## config.mk

```make
export PLATFORM = sky130hd
export DESIGN_NAME = gpw_top
export DESIGN_NICKNAME = d
export VERILOG_FILES = /design/src/gpw_pkg.sv /design/src/gpw_port.sv /design/src/gpw_sync.sv /design/src/gpw_top.sv
export VERILOG_INCLUDE_DIRS = /design/src
export SDC_FILE = /design/constraint.sdc
export NUM_CORES = 1
export LEC_CHECK = 0
export BUFFER_PORTS_ARGS = -buffer_cell sky130_fd_sc_hd__buf_4
export CORE_MARGIN = 2
export CORE_UTILIZATION = 58
export CTS_CLUSTER_SIZE = 14
export DETAILED_ROUTE_END_ITERATION = 8
export GPL_TIMING_DRIVEN = 1
export MAX_ROUTING_LAYER = met4
export PLACE_DENSITY = 0.91
export SLEW_MARGIN = 0
export SYNTH_ARGS = -nofsm -noshare
export SYNTH_HDL_FRONTEND = slang
export SYNTH_SLANG_ARGS = --single-unit
```

## constraint.sdc

```tcl
create_clock -name clk_sys -period 5.99 [get_ports clk_sys]
set_input_delay 1.198 -clock clk_sys [delete_from_list [all_inputs] [get_ports clk_sys]]
set_output_delay 1.198 -clock clk_sys [all_outputs]
set_load 0.02 [all_outputs]
```

## src/gpw_params.svh

```systemverilog
// Constants for the bidirectional port block: offsets, fields and resets.
`ifndef GPW_PARAMS_SVH
`define GPW_PARAMS_SVH

// ==========================================================================
// Register offsets
`define GPW_OFF_PORT_BASE	8'h00
`define GPW_PORT_STRIDE		8'h08
`define GPW_OFF_DIR		8'h04
`define GPW_OFF_OPTION		8'h20
`define GPW_OFF_SHARE		8'h24
`define GPW_OFF_POWER		8'h28
`define GPW_OFF_BITOP		8'h2c

// ==========================================================================
// Field positions
`define GPW_OPT_PULL_LO		0
`define GPW_OPT_PULL_HI		3
`define GPW_OPT_INT_BIT		4
`define GPW_OPT_WAKE_LO		8
`define GPW_OPT_WAKE_HI		15
`define GPW_SHR_CAP_LO		0
`define GPW_SHR_CAP_HI		7
`define GPW_SHR_RC_LO		8
`define GPW_SHR_RC_HI		11
`define GPW_PWR_DOWN_BIT	0
`define GPW_BOP_BIT_LO		0
`define GPW_BOP_BIT_HI		2
`define GPW_BOP_PORT_LO		4
`define GPW_BOP_PORT_HI		5
`define GPW_BOP_VAL_BIT		8
`define GPW_INT_PIN		5

// ==========================================================================
// Reset values and bus answers
`define GPW_PORT_RESET		8'hff
`define GPW_OPT_RESET		16'h0000
`define GPW_SHR_RESET		12'h000
`define GPW_RESP_OKAY		2'h0
`define GPW_RESP_DECERR		2'h3

`endif

```

## src/gpw_pkg.sv

```systemverilog
// Types shared by the bidirectional port block.
`default_nettype none

package gpw_pkg;

	// ==================================================================
	// Power state of the core clock gate.
	typedef enum logic {
		GPW_PWR_RUN,
		GPW_PWR_DOWN
	} gpw_pwr_state_type;

	// One byte of port state.
	typedef logic [7:0] gpw_byte_type;

endpackage
`default_nettype wire

```

## src/gpw_port.sv

```systemverilog
// One 8-bit port: output latch, direction bits, pin drive and read value.
`timescale 1ns/100ps
`default_nettype none
`include "gpw_params.svh"

module gpw_port
(
	input  wire logic       clk_sys,
	input  wire logic       nrst,
	input  wire logic       wr_data_en,
	input  wire logic       wr_dir_en,
	input  wire logic [7:0] wr_byte,
	input  wire logic [7:0] pin_sync,
	input  wire logic [7:0] share_mask,
	input  wire logic       pull_opt,
	output var  logic [7:0] latch_q,
	output var  logic [7:0] dir_q,
	output logic      [7:0] pad_oe,
	output logic      [7:0] pad_pullup,
	output logic      [7:0] rd_data
);

	// ==================================================================
	// Latch and direction hold until written; reset makes every pin input.
	always_ff @(posedge clk_sys)
	begin
		if (!nrst)
		begin
			latch_q <= `GPW_PORT_RESET;
			dir_q   <= `GPW_PORT_RESET;
		end
		else
		begin
			if (wr_data_en)
				latch_q <= wr_byte;
			if (wr_dir_en)
				dir_q <= wr_byte;
		end
	end

	// Drive only output pins not taken by a shared function.
	assign pad_oe     = ~dir_q & ~share_mask;
	// Pull-up only on input pins when the option selects it.
	assign pad_pullup = {8{pull_opt}} & dir_q & ~share_mask;
	// Inputs read the live pin, outputs read the latch.
	assign rd_data    = (dir_q & pin_sync) | (~dir_q & latch_q);
endmodule
`default_nettype wire

```

## src/gpw_sync.sv

```systemverilog
// Two-stage synchroniser for a group of pin inputs.
`timescale 1ns/100ps
`default_nettype none

module gpw_sync
#(
	parameter int WIDTH = 8
)
(
	input  wire logic             clk_sys,
	input  wire logic             nrst,
	input  wire logic [WIDTH-1:0] async_in,
	output var  logic [WIDTH-1:0] sync_out
);

	logic [WIDTH-1:0] stage1_q;

	// ==================================================================
	// The first stage feeds only the second stage.
	always_ff @(posedge clk_sys)
	begin
		if (!nrst)
		begin
			stage1_q <= '0;
			sync_out <= '0;
		end
		else
		begin
			stage1_q <= async_in;
			sync_out <= stage1_q;
		end
	end

endmodule
`default_nettype wire

```

## src/gpw_top.sv

```systemverilog
// Four bidirectional ports with wake-up and pin sharing, on AXI4-Lite.
`timescale 1ns/100ps
`default_nettype none
`include "gpw_params.svh"

// How it works
// - A direction bit of one makes its pin an input whose live level is read back.
// - A direction bit of zero drives the pin push-pull from its output latch.
// - Written output data stays in the latch until the latch is written again.
// - Reading an output pin returns the latch, not the level on the pin.
// - Inputs are not latched; the level is taken at the moment of the read.
// - Reset sets every data and direction bit of all four ports to one.
// - An input pin gets a weak pull-up when its port option selects it.
// - The power-down command stops the core clock until a wake-up comes.
// - While down, a high-to-low change on an enabled port A pin wakes it.
// - Wake-up is enabled per port A pin by its own option bit.
// - A single-bit set or clear reads the whole port and writes all eight bits.
// - The external interrupt shares port A bit 5, if shared and set to input.
// - Touch switch lines share port C, eight or four by variant, each by option.
// - Four converter oscillator pins share port D bits 0 to 3 when selected.
module gpw_top
#(
	parameter int CAP_LINES = 8
)
(
	input  wire logic        clk_sys,
	input  wire logic        nrst,
	input  wire logic [7:0]  s_axi_awaddr,
	input  wire logic        s_axi_awvalid,
	output logic             s_axi_awready,
	input  wire logic [31:0] s_axi_wdata,
	input  wire logic [3:0]  s_axi_wstrb,
	input  wire logic        s_axi_wvalid,
	output logic             s_axi_wready,
	output var  logic [1:0]  s_axi_bresp,
	output var  logic        s_axi_bvalid,
	input  wire logic        s_axi_bready,
	input  wire logic [7:0]  s_axi_araddr,
	input  wire logic        s_axi_arvalid,
	output logic             s_axi_arready,
	output var  logic [31:0] s_axi_rdata,
	output var  logic [1:0]  s_axi_rresp,
	output var  logic        s_axi_rvalid,
	input  wire logic        s_axi_rready,
	input  wire logic [7:0]  port_a_pins_in,
	output logic      [7:0]  port_a_pins_out,
	output logic      [7:0]  port_a_pins_oe,
	output logic      [7:0]  port_a_pullup,
	input  wire logic [7:0]  port_b_pins_in,
	output logic      [7:0]  port_b_pins_out,
	output logic      [7:0]  port_b_pins_oe,
	output logic      [7:0]  port_b_pullup,
	input  wire logic [7:0]  port_c_pins_in,
	output logic      [7:0]  port_c_pins_out,
	output logic      [7:0]  port_c_pins_oe,
	output logic      [7:0]  port_c_pullup,
	input  wire logic [7:0]  port_d_pins_in,
	output logic      [7:0]  port_d_pins_out,
	output logic      [7:0]  port_d_pins_oe,
	output logic      [7:0]  port_d_pullup,
	output logic             ext_int_n,
	output logic      [7:0]  touch_switch_lines_en,
	output logic      [3:0]  cap_switch_converter_osc_en,
	output logic             core_clock_en,
	output logic             powered_down
);

	// ==================================================================
	// Declarations.
	logic [3:0][7:0]                pin_raw;
	logic [3:0][7:0]                pin_sync;
	logic [3:0][7:0]                latch;
	logic [3:0][7:0]                dir;
	logic [3:0][7:0]                oe;
	logic [3:0][7:0]                pull;
	logic [3:0][7:0]                rd_port;
	logic [3:0][7:0]                share;
	logic [3:0][7:0]                port_wr_byte;
	logic [3:0]                     hit_wdata;
	logic [3:0]                     hit_wdir;
	logic [3:0]                     hit_rdata;
	logic [3:0]                     hit_rdir;
	logic [3:0]                     data_wr_en;
	logic [3:0]                     dir_wr_en;
	logic [15:0]                    opt_q;
	logic [11:0]                    shr_q;
	logic                           aw_got_q;
	logic                           w_got_q;
	logic [7:0]                     awaddr_q;
	logic [31:0]                    wdata_q;
	logic [3:0]                     wstrb_q;
	logic [7:0]                     wake_prev_q;
	gpw_pkg::gpw_pwr_state_type     pwr_q;
	gpw_pkg::gpw_pwr_state_type     pwr_d;
	logic                           wr_fire;
	logic                           rd_fire;
	logic                           hit_opt_w;
	logic                           hit_shr_w;
	logic                           hit_pwr_w;
	logic                           hit_bop_w;
	logic                           w_mapped;
	logic                           r_mapped;
	logic                           bop_fire;
	logic                           down_cmd;
	logic                           wake;
	logic [1:0]                     bop_port;
	logic [2:0]                     bop_bit;
	logic                           bop_val;
	logic [7:0]                     bop_byte;
	logic [7:0]                     wake_en;
	logic [3:0]                     pull_opt;
	logic [7:0]                     cap_sel;
	logic [3:0]                     rc_sel;
	logic [7:0]                     cap_mask;
	logic [31:0]                    rd_word;

	// ==================================================================
	// Pin grouping.
	assign pin_raw = {port_d_pins_in, port_c_pins_in,
		port_b_pins_in, port_a_pins_in};
	assign port_a_pins_out = latch[0];
	assign port_b_pins_out = latch[1];
	assign port_c_pins_out = latch[2];
	assign port_d_pins_out = latch[3];
	assign port_a_pins_oe  = oe[0];
	assign port_b_pins_oe  = oe[1];
	assign port_c_pins_oe  = oe[2];
	assign port_d_pins_oe  = oe[3];
	assign port_a_pullup   = pull[0];
	assign port_b_pullup   = pull[1];
	assign port_c_pullup   = pull[2];
	assign port_d_pullup   = pull[3];

	// Option fields.
	assign pull_opt = opt_q[`GPW_OPT_PULL_HI:`GPW_OPT_PULL_LO];
	assign wake_en  = opt_q[`GPW_OPT_WAKE_HI:`GPW_OPT_WAKE_LO];
	assign cap_mask = 8'(({8'h00, 8'hff} >> (8 - CAP_LINES)) & 16'h00ff);
	assign cap_sel  = shr_q[`GPW_SHR_CAP_HI:`GPW_SHR_CAP_LO] & cap_mask;
	assign rc_sel   = shr_q[`GPW_SHR_RC_HI:`GPW_SHR_RC_LO];
	assign share[0] = 8'h00;
	assign share[1] = 8'h00;
	assign share[2] = cap_sel;
	assign share[3] = {4'h0, rc_sel};
	assign touch_switch_lines_en       = cap_sel;
	assign cap_switch_converter_osc_en = rc_sel;

	// External interrupt follows port A bit 5 only when shared and input.
	assign ext_int_n = !(opt_q[`GPW_OPT_INT_BIT] && dir[0][`GPW_INT_PIN])
		|| pin_sync[0][`GPW_INT_PIN];

	// ==================================================================
	// Per-port synchroniser, decode and pin logic.
	for (genvar p = 0; p < 4; p++)
	begin : g_port
		localparam logic [7:0] OFF_D =
			8'(`GPW_OFF_PORT_BASE + p * `GPW_PORT_STRIDE);
		localparam logic [7:0] OFF_R = 8'(OFF_D + `GPW_OFF_DIR);

		assign hit_wdata[p]  = awaddr_q == OFF_D;
		assign hit_wdir[p]   = awaddr_q == OFF_R;
		assign hit_rdata[p]  = s_axi_araddr == OFF_D;
		assign hit_rdir[p]   = s_axi_araddr == OFF_R;
		assign data_wr_en[p] = (wr_fire && hit_wdata[p] && wstrb_q[0])
			|| (bop_fire && bop_port == 2'(p));
		assign dir_wr_en[p]  = wr_fire && hit_wdir[p] && wstrb_q[0];
		assign port_wr_byte[p] = bop_fire ? bop_byte : wdata_q[7:0];

		gpw_sync #(.WIDTH(8)) u_sync
		(
			.clk_sys  (clk_sys),
			.nrst     (nrst),
			.async_in (pin_raw[p]),
			.sync_out (pin_sync[p])
		);

		gpw_port u_port
		(
			.clk_sys    (clk_sys),
			.nrst       (nrst),
			.wr_data_en (data_wr_en[p]),
			.wr_dir_en  (dir_wr_en[p]),
			.wr_byte    (port_wr_byte[p]),
			.pin_sync   (pin_sync[p]),
			.share_mask (share[p]),
			.pull_opt   (pull_opt[p]),
			.latch_q    (latch[p]),
			.dir_q      (dir[p]),
			.pad_oe     (oe[p]),
			.pad_pullup (pull[p]),
			.rd_data    (rd_port[p])
		);
	end

	// ==================================================================
	// Write channel: address and data are taken in either order.
	assign s_axi_awready = !aw_got_q && !s_axi_bvalid;
	assign s_axi_wready  = !w_got_q && !s_axi_bvalid;
	assign wr_fire   = aw_got_q && w_got_q && !s_axi_bvalid;
	assign hit_opt_w = awaddr_q == `GPW_OFF_OPTION;
	assign hit_shr_w = awaddr_q == `GPW_OFF_SHARE;
	assign hit_pwr_w = awaddr_q == `GPW_OFF_POWER;
	assign hit_bop_w = awaddr_q == `GPW_OFF_BITOP;
	assign w_mapped  = (|hit_wdata) || (|hit_wdir) || hit_opt_w
		|| hit_shr_w || hit_pwr_w || hit_bop_w;

	// Bit operation reads the whole port and rewrites all eight bits.
	assign bop_fire = wr_fire && hit_bop_w && (&wstrb_q[1:0]);
	assign bop_port = wdata_q[`GPW_BOP_PORT_HI:`GPW_BOP_PORT_LO];
	assign bop_bit  = wdata_q[`GPW_BOP_BIT_HI:`GPW_BOP_BIT_LO];
	assign bop_val  = wdata_q[`GPW_BOP_VAL_BIT];
	assign bop_byte = bop_val ? (rd_port[bop_port] | (8'h01 << bop_bit))
		: (rd_port[bop_port] & ~(8'h01 << bop_bit));

	// Bus handshake state for writes.
	always_ff @(posedge clk_sys)
	begin
		if (!nrst)
		begin
			aw_got_q     <= 1'b0;
			w_got_q      <= 1'b0;
			awaddr_q     <= 8'h00;
			wdata_q      <= 32'h0000_0000;
			wstrb_q      <= 4'h0;
			s_axi_bvalid <= 1'b0;
			s_axi_bresp  <= `GPW_RESP_OKAY;
		end
		else
		begin
			if (s_axi_awvalid && s_axi_awready)
			begin
				aw_got_q <= 1'b1;
				awaddr_q <= s_axi_awaddr;
			end
			if (s_axi_wvalid && s_axi_wready)
			begin
				w_got_q <= 1'b1;
				wdata_q <= s_axi_wdata;
				wstrb_q <= s_axi_wstrb;
			end
			if (wr_fire)
			begin
				aw_got_q     <= 1'b0;
				w_got_q      <= 1'b0;
				s_axi_bvalid <= 1'b1;
				s_axi_bresp  <= w_mapped ? `GPW_RESP_OKAY
					: `GPW_RESP_DECERR;
			end
			else if (s_axi_bready)
				s_axi_bvalid <= 1'b0;
		end
	end

	// Option and sharing registers, byte lane by byte lane.
	always_ff @(posedge clk_sys)
	begin
		if (!nrst)
		begin
			opt_q <= `GPW_OPT_RESET;
			shr_q <= `GPW_SHR_RESET;
		end
		else if (wr_fire)
		begin
			if (hit_opt_w && wstrb_q[0])
				opt_q[7:0] <= wdata_q[7:0];
			if (hit_opt_w && wstrb_q[1])
				opt_q[15:8] <= wdata_q[15:8];
			if (hit_shr_w && wstrb_q[0])
				shr_q[7:0] <= wdata_q[7:0];
			if (hit_shr_w && wstrb_q[1])
				shr_q[11:8] <= wdata_q[11:8];
		end
	end

	// ==================================================================
	// Power-down and port A wake-up on a falling edge.
	assign down_cmd = wr_fire && hit_pwr_w && wstrb_q[0]
		&& wdata_q[`GPW_PWR_DOWN_BIT];
	assign wake     = |(wake_prev_q & ~pin_sync[0] & wake_en);
	assign pwr_d    = (pwr_q == gpw_pkg::GPW_PWR_RUN)
		? (down_cmd ? gpw_pkg::GPW_PWR_DOWN : gpw_pkg::GPW_PWR_RUN)
		: (wake ? gpw_pkg::GPW_PWR_RUN : gpw_pkg::GPW_PWR_DOWN);
	assign core_clock_en = pwr_q == gpw_pkg::GPW_PWR_RUN;
	assign powered_down  = pwr_q == gpw_pkg::GPW_PWR_DOWN;

	// Power state and previous port A level for edge detection.
	always_ff @(posedge clk_sys)
	begin
		if (!nrst)
		begin
			pwr_q       <= gpw_pkg::GPW_PWR_RUN;
			wake_prev_q <= 8'h00;
		end
		else
		begin
			pwr_q       <= pwr_d;
			wake_prev_q <= pin_sync[0];
		end
	end

	// ==================================================================
	// Read channel: pins are sampled when the read is taken.
	assign s_axi_arready = !s_axi_rvalid;
	assign rd_fire  = s_axi_arvalid && s_axi_arready;
	assign r_mapped = (|hit_rdata) || (|hit_rdir)
		|| s_axi_araddr == `GPW_OFF_OPTION
		|| s_axi_araddr == `GPW_OFF_SHARE
		|| s_axi_araddr == `GPW_OFF_POWER
		|| s_axi_araddr == `GPW_OFF_BITOP;

	// Read data selection.
	always_comb
	begin
		rd_word = 32'h0000_0000;
		for (int p = 0; p < 4; p++)
		begin
			if (hit_rdata[p])
				rd_word = {24'h000000, rd_port[p]};
			if (hit_rdir[p])
				rd_word = {24'h000000, dir[p]};
		end
		if (s_axi_araddr == `GPW_OFF_OPTION)
			rd_word = {16'h0000, opt_q};
		if (s_axi_araddr == `GPW_OFF_SHARE)
			rd_word = {20'h00000, shr_q};
		if (s_axi_araddr == `GPW_OFF_POWER)
			rd_word = {31'h0000_0000, powered_down};
	end

	// Read answer register.
	always_ff @(posedge clk_sys)
	begin
		if (!nrst)
		begin
			s_axi_rvalid <= 1'b0;
			s_axi_rdata  <= 32'h0000_0000;
			s_axi_rresp  <= `GPW_RESP_OKAY;
		end
		else if (rd_fire)
		begin
			s_axi_rvalid <= 1'b1;
			s_axi_rdata  <= rd_word;
			s_axi_rresp  <= r_mapped ? `GPW_RESP_OKAY : `GPW_RESP_DECERR;
		end
		else if (s_axi_rready)
			s_axi_rvalid <= 1'b0;
	end
endmodule
`default_nettype wire

```

# Word-level counts from Yosys, hierarchy flattened
# Index checks and enable logic that the tools add are counted.
# totals
ff_bits	231
out_inout_bits	152
elab_cells	190
# classes
magnitude_cmp	1
eq_ne	25
shifts	1
muxes	24
bitwise	34
n_reduce_logical	73
# op_table
op	count
$mux W32	10
$and A8 B8 Y8	19
$eq A8 B5 Y1 const B	8
$eq A8 B6 Y1 const B	8
$not A8 Y8	7
$or A8 B8 Y8	5
$logic_and A1 B1 Y1	37
$eq A8 B4 Y1 const B	4
$mux W8	4
$bmux W8 S2	1
$eq A8 B3 Y1 const B	2
$logic_not A8 Y1	2
$reduce_or A4 Y1	4
$logic_or A1 B1 Y1	15
$reduce_and A2 Y1	5
$not A4 Y8	1
$reduce_or A8 Y1	1
$shl A1 B3 Y8 const A	1
$mux W1	7
$logic_not A1 Y1	5
$eq A2 B2 Y1 const B	2
$mux W2	2
$reduce_bool A2 Y1	2
$lt A2 B3 Y1 const B	1
other kinds (4)	5

# Longest topological paths before layout
# logic_depth
word_depth	14
ltp_mapped	8

# Cells and area by module
# A second synthesis with hierarchy kept.
# unflattened
hier_cells	1038
area_unflattened_um2	9506.6
# by_module_without_submodules
mod	n_inst	cells_each	area_per_inst_um2
gpw_top	1	566	4677.0
gpw_port	4	85	760.7
gpw_sync	4	33	446.7

# Least setup slack after synthesis
# No wires, ideal clock.
# synth_timing
path_type	in2reg
from	input s_axi_araddr[4]
to	register s_axi_rdata[2]
setup_ns	0.117
arrival_ns	2.800
required_ns	5.873
setup_slack_ns	3.073
path_stages	7
path_buffers	2
cell_sequence	or4b_1 buf_2 or3_1 buf_2 a211oi_2 a211oi_1 a32o_1
# synth_via
elab_chain_cells	12
elab_cells_between_ends	22
# synth_rtl
item	line	text
start, declared	gpw_top.sv:38	input wire logic [7:0] s_axi_araddr,
$logic_not A8 Y1	gpw_top.sv:161	assign hit_rdata[p] = s_axi_araddr == OFF_D;
$mux W8	gpw_top.sv:316	if (hit_rdata[p])
$mux W32	gpw_top.sv:318	if (hit_rdir[p])
$mux W32	gpw_top.sv:316	
$mux W32	gpw_top.sv:318	
$mux W32	gpw_top.sv:316	
$mux W32	gpw_top.sv:318	
$mux W32	gpw_top.sv:316	
$mux W32	gpw_top.sv:318	
$mux W32	gpw_top.sv:321	if (s_axi_araddr == `GPW_OFF_OPTION)
$mux W32	gpw_top.sv:323	if (s_axi_araddr == `GPW_OFF_SHARE)
$mux W32 *	gpw_top.sv:325	if (s_axi_araddr == `GPW_OFF_POWER)
end signal, assigned	gpw_top.sv:341	s_axi_rdata <= rd_word;
end, declared	gpw_top.sv:41	output var logic [31:0] s_axi_rdata,
# Every way passes the cells marked *; elsewhere a longest branch is shown, timed or not.
# A chain may end at the register's enable or synchronous reset.

# Worst setup path after layout
# layout_timing
from	register s_axi_bvalid
to	register g_port[0].u_port.latch_q[0]
# layout_via
elab_chain_cells	6
elab_cells_between_ends	9
# layout_rtl
item	line	text
start, declared	gpw_top.sv:36	output var logic s_axi_bvalid,
start signal, assigned	gpw_top.sv:224	s_axi_bvalid <= 1'b0;
start signal, assigned	gpw_top.sv:244	s_axi_bvalid <= 1'b1;
start signal, assigned	gpw_top.sv:249	s_axi_bvalid <= 1'b0;
$logic_not A1 Y1 *	gpw_top.sv:198	assign wr_fire = aw_got_q && w_got_q && !s_axi_bvalid;
$logic_and A1 B1 Y1 *	gpw_top.sv:198	
$logic_and A1 B1 Y1 (2 in series)	gpw_top.sv:207	assign bop_fire = wr_fire && hit_bop_w && (&wstrb_q[1:0]);
$logic_and A1 B1 Y1	gpw_top.sv:164	|| (bop_fire && bop_port == 2'(p));
$logic_or A1 B1 Y1	gpw_top.sv:164	
end signal, assigned	gpw_port.sv:29	latch_q <= `GPW_PORT_RESET;
end signal, assigned	gpw_port.sv:35	latch_q <= wr_byte;
end, declared	gpw_port.sv:16	output var logic [7:0] latch_q,
# Marked as above.

==> results.txt <==
----------------------------------------------------
[Timing]
  Worst slew slack as a fraction of its limit ... 18.3%
  Worst setup slack after layout ... 3.05 ns
  Period Utilization, post-route ... 49.1%
  Slew at the pin with the worst max-slew slack ... 1.21 ns
  Setup TNS Final ... 0 ns
  Clk_skew ... 0.0201 ns
  Post-layout min period ... 2.94 ns
  F_max ... 340 MHz
  Worst hold slack ... 0.425 ns
  Final number of setup-violating endpoints ... 0
  Number of failing hold endpoints at the final stage ... 0
  Setup repair after global routing missed its margin ... false
  Pins over their slew limit ... 0

[Placement]
  Cell Area, Placed ... 11200 um^2
  Placed insts ... 1469
  Post-DP HPWL ... 21700 um
  PortBufs ... 208
  Placer's final routability congestion estimate ... 0.995
  Worst setup slack before clock tree synthesis ... 2.70 ns

[Clock network]
  Post-CTS repair timing setup buffer count ... 0
  Number of sinks on the clock net ... 213
  Cells resized by post-CTS repair ... 0
  Clock tree buffer depth ... 3
  Clock transition at path regs ... 0.06 ns
  Number of buffers created by CTS ... 22
  Quantity of hold-fixing buffers added after cts ... 0
  Number of H-tree levels ... 1
  Clock Tree Root ... clkbuf_16
  Clock tree from TritonCTS ... yes
  Clock latency of the later-clocked register in the worst-skew pair ... 0.52 ns

[Floorplan]
  CORE AREA ... 16500 um^2
  Die area ... 17800 um^2
  Width of the chip ... 133 um
  Boundary pin count ... 243
  Standard-cell rows ... 47
  Starting density of the core ... 58.9%
  Vertical die dimension ... 133 um

[Detailed routing]
  Number of design-rule violations left by the first detailed-router iteration ... 959
  Avg WL per Cell ... 19.9 um
  Vias/cell ... 5.98
  DR vias ... 9011
  Number of routed nets with antenna violations ... 0
  Drc violations ... 0
  Final wirelength ... 30000 um
  TritonRoute pass-1 iters ... 7

[Layout]
  Area grow syn2layout ... 23.4%
  Final core area utilization ... 72.6%
  Area of all placed cells without fillers ... 12000 um^2
  Share of cells above drive strength 1 ... 23.0%
  Final cell count without fillers ... 1507
  Antenna Diode Count ... 0
  Total Nets Final ... 1364

[Setup path]
  Arrival time at the worst endpoint ... 3.35 ns
  Worst Path Class, Setup ... reg -> reg
  Startpoint of the lowest-slack register-to-register path ... s_axi_bvalid$_SDFFE_PN0P_
  Capture point of the worst reg-to-reg path ... g_port[0].u_port.latch_q[0]$_SDFFE_PN1P_
  Worst reg-to-reg path cell count ... 5
  Critical Path Sink Type ... register
  Stage delay of the slowest cell on the critical path ... 1.02 ns
  Critical-path maximum fanout ... 17
  Slowest library cell on the worst path ... a2bb2oi_1
  Data required time of the worst path ... 6.39 ns
  CP cell instances ... nand2b_1 -> or4_1 -> a2bb2oi_1 -> and3_1 -> a21oi_1
  Startpoint Class ... register
  Setup slack of the worst register-to-register path ... 3.05 ns

[Synthesis]
  Count of distinct cell types in the synthesized netlist ... 75
  Ys async rst share ... 0%
  Cell taking the most area after synthesis ... dfxtp_1
  Sequential-to-total area share from yosys stat ... 44.0%
  Gate Count Post-Synth ... 1106
  Cell area after synthesis ... 9690 um^2
  Area fraction of the dominant cell type after synthesis ... 44.0%
  FF+latch count, synth ... 213
  Top cells by instance count after synthesis ... 213 x dfxtp_1, 156 x nand2_1, 99 x and2_1
  Mean area per synthesized cell ... 8.76 um^2
  Main area contributors after synthesis ... dfxtp_1 44%, and2_1 6.4%, nand2_1 6.0%
  Most instantiated library cell after synthesis ... dfxtp_1
  Synth Flop Type ... dfxtp_1
  Number of enable flip-flop cells after synthesis ... 0
  Count of synthesis-stage warnings from yosys ... 0

[GRT]
  GRT overflow ... 0
  Largest net degree at the start of global routing ... 143
  Via count of the first global-routing pass ... 8052
  Global-route usage over all layers ... 33.4%
  Global-route wire length before repair ... 45400 um
  Initial antenna violation count ... 0

[Min path]
  Worst hold path type ... reg -> reg
  Hold path startpoint ... g_port[3].u_sync.stage1_q[7]$_SDFF_PN0_
  Hold depth ... 1
  Hold Crit Endpoint ... g_port[3].u_sync.sync_out[7]$_SDFF_PN0_

[Power and ir drop]
  PD cells ... 260 nW/um^2
  Post-layout power ... 3.11 mW
  Max IR drop VDD ... 0.000242 V
  Static Leakage ... 5.40 nW

[Job]
  Number of maximum-capacitance constraint violations ... 0

[Run status]
  Status ... completed

----------------------------------------------------
==> layout by cell type, fill, tap and decap left out, drive strengths merged, types with 4 or more instances in the layout <==
cell / count
o31ai: 4
o311ai: 4
a32oi: 5
nor4: 8
a21oi: 33
inv: 39
nand2: 157
nor3: 14
nand3b: 7
conb: 16
buf: 216
or4: 5
nor4b: 4
a21o: 5
o211ai: 53
dfxtp: 213
nand3: 27
nand2b: 10
a211oi: 10
nor3b: 15
nor2: 41
clkinv: 4
mux2: 17
and2: 99
a31oi: 6
o21ai: 41
o22ai: 11
and3: 9
mux2i: 35
clkbuf: 29
a22oi: 4
o21a: 6
and3b: 7
a21boi: 51
nor2b: 29
o311a: 7
==> how the worst max path moves through the flow <==
stage | end | cells after the start | start | slack (ns)
floorplan | s_axi_rdata[2]$_SDFFE_PN0P_ | 7 | s_axi_araddr[4] | 3.07
global placement | s_axi_rdata[4]$_SDFFE_PN0P_ | 6 | s_axi_araddr[5] | 2.70
detailed placement | s_axi_rdata[6]$_SDFFE_PN0P_ | 6 | s_axi_araddr[5] | 2.70
CTS | g_port[0].u_port.latch_q[0]$_SDFFE_PN1P_ | 5 | s_axi_bvalid$_SDFFE_PN0P_ | 3.13
global route | g_port[0].u_port.latch_q[4]$_SDFFE_PN1P_ | 5 | s_axi_bvalid$_SDFFE_PN0P_ | 2.87
finish | g_port[0].u_port.latch_q[0]$_SDFFE_PN1P_ | 5 | s_axi_bvalid$_SDFFE_PN0P_ | 3.05
==> per-layer routing <==
metal	GRT usage, %	share of wire [%]
met2	52.2	45
met3	5.44	9.6
met1	44.9	42
met4	10.1	3.7
met5	-	0
==> power by group <==
| part | switching [mW] | leakage [nW] | total [mW] | internal [mW] |
|---|---|---|---|---|
| registers | 0.0375 | 1.74 | 1.49 | 1.45 |
| clock network | 0.560 | 0.349 | 1.36 | 0.802 |
| logic | 0.154 | 3.32 | 0.260 | 0.106 |
| total | 0.752 | 5.40 | 3.11 | 2.36 |
==> registers in the layout (all words and copies together), names as in the netlist <==
register and count:
s_axi_rdata 16, w_got_q 1, s_axi_bresp 1, g_port.u_port.dir_q 32, g_port.u_sync.stage1_q 32, awaddr_q 8, wdata_q 16, powered_down 1
opt_q 16, s_axi_rresp 1, s_axi_rvalid 1, wake_prev_q 8, wstrb_q 2, s_axi_bvalid 1, aw_got_q 1, g_port.u_port.latch_q 32
shr_q 12, g_port.u_sync.sync_out 32
==> critical path: cells and delay by family (launching register included) <==
kind               cells  cell delay, ns
AOI/OAI and AO/OA      2            1.06
and+or+nand+nor        3            1.35
DFF                    1            0.42
==> cell families (layout without fill, tap and decap cells) <==
| group | count (synthesis) | count (layout) | share of synthesized area, % |
|---|---|---|---|
| mux | 52 | 52 | 5.59 |
| simple gates | 449 | 449 | 25.0 |
| buf+inv | 126 | 292 | 5.76 |
| compound gates | 265 | 265 | 19.6 |
| flops | 213 | 213 | 44.0 |
| other cells | 1 | 16 | 0.0387 |
==> area by class of cell <==
class                      count  area (um^2)
clock buffer                  29          607
clock inverter                 9          115
multi-input combinational    782         4930
fill                        1239         4510
inverter                      38          143
tap                          220          275
timing repair buffer         216         1620
sequential                   213         4260
Note: power is estimated with default switching activity, not from simulation.
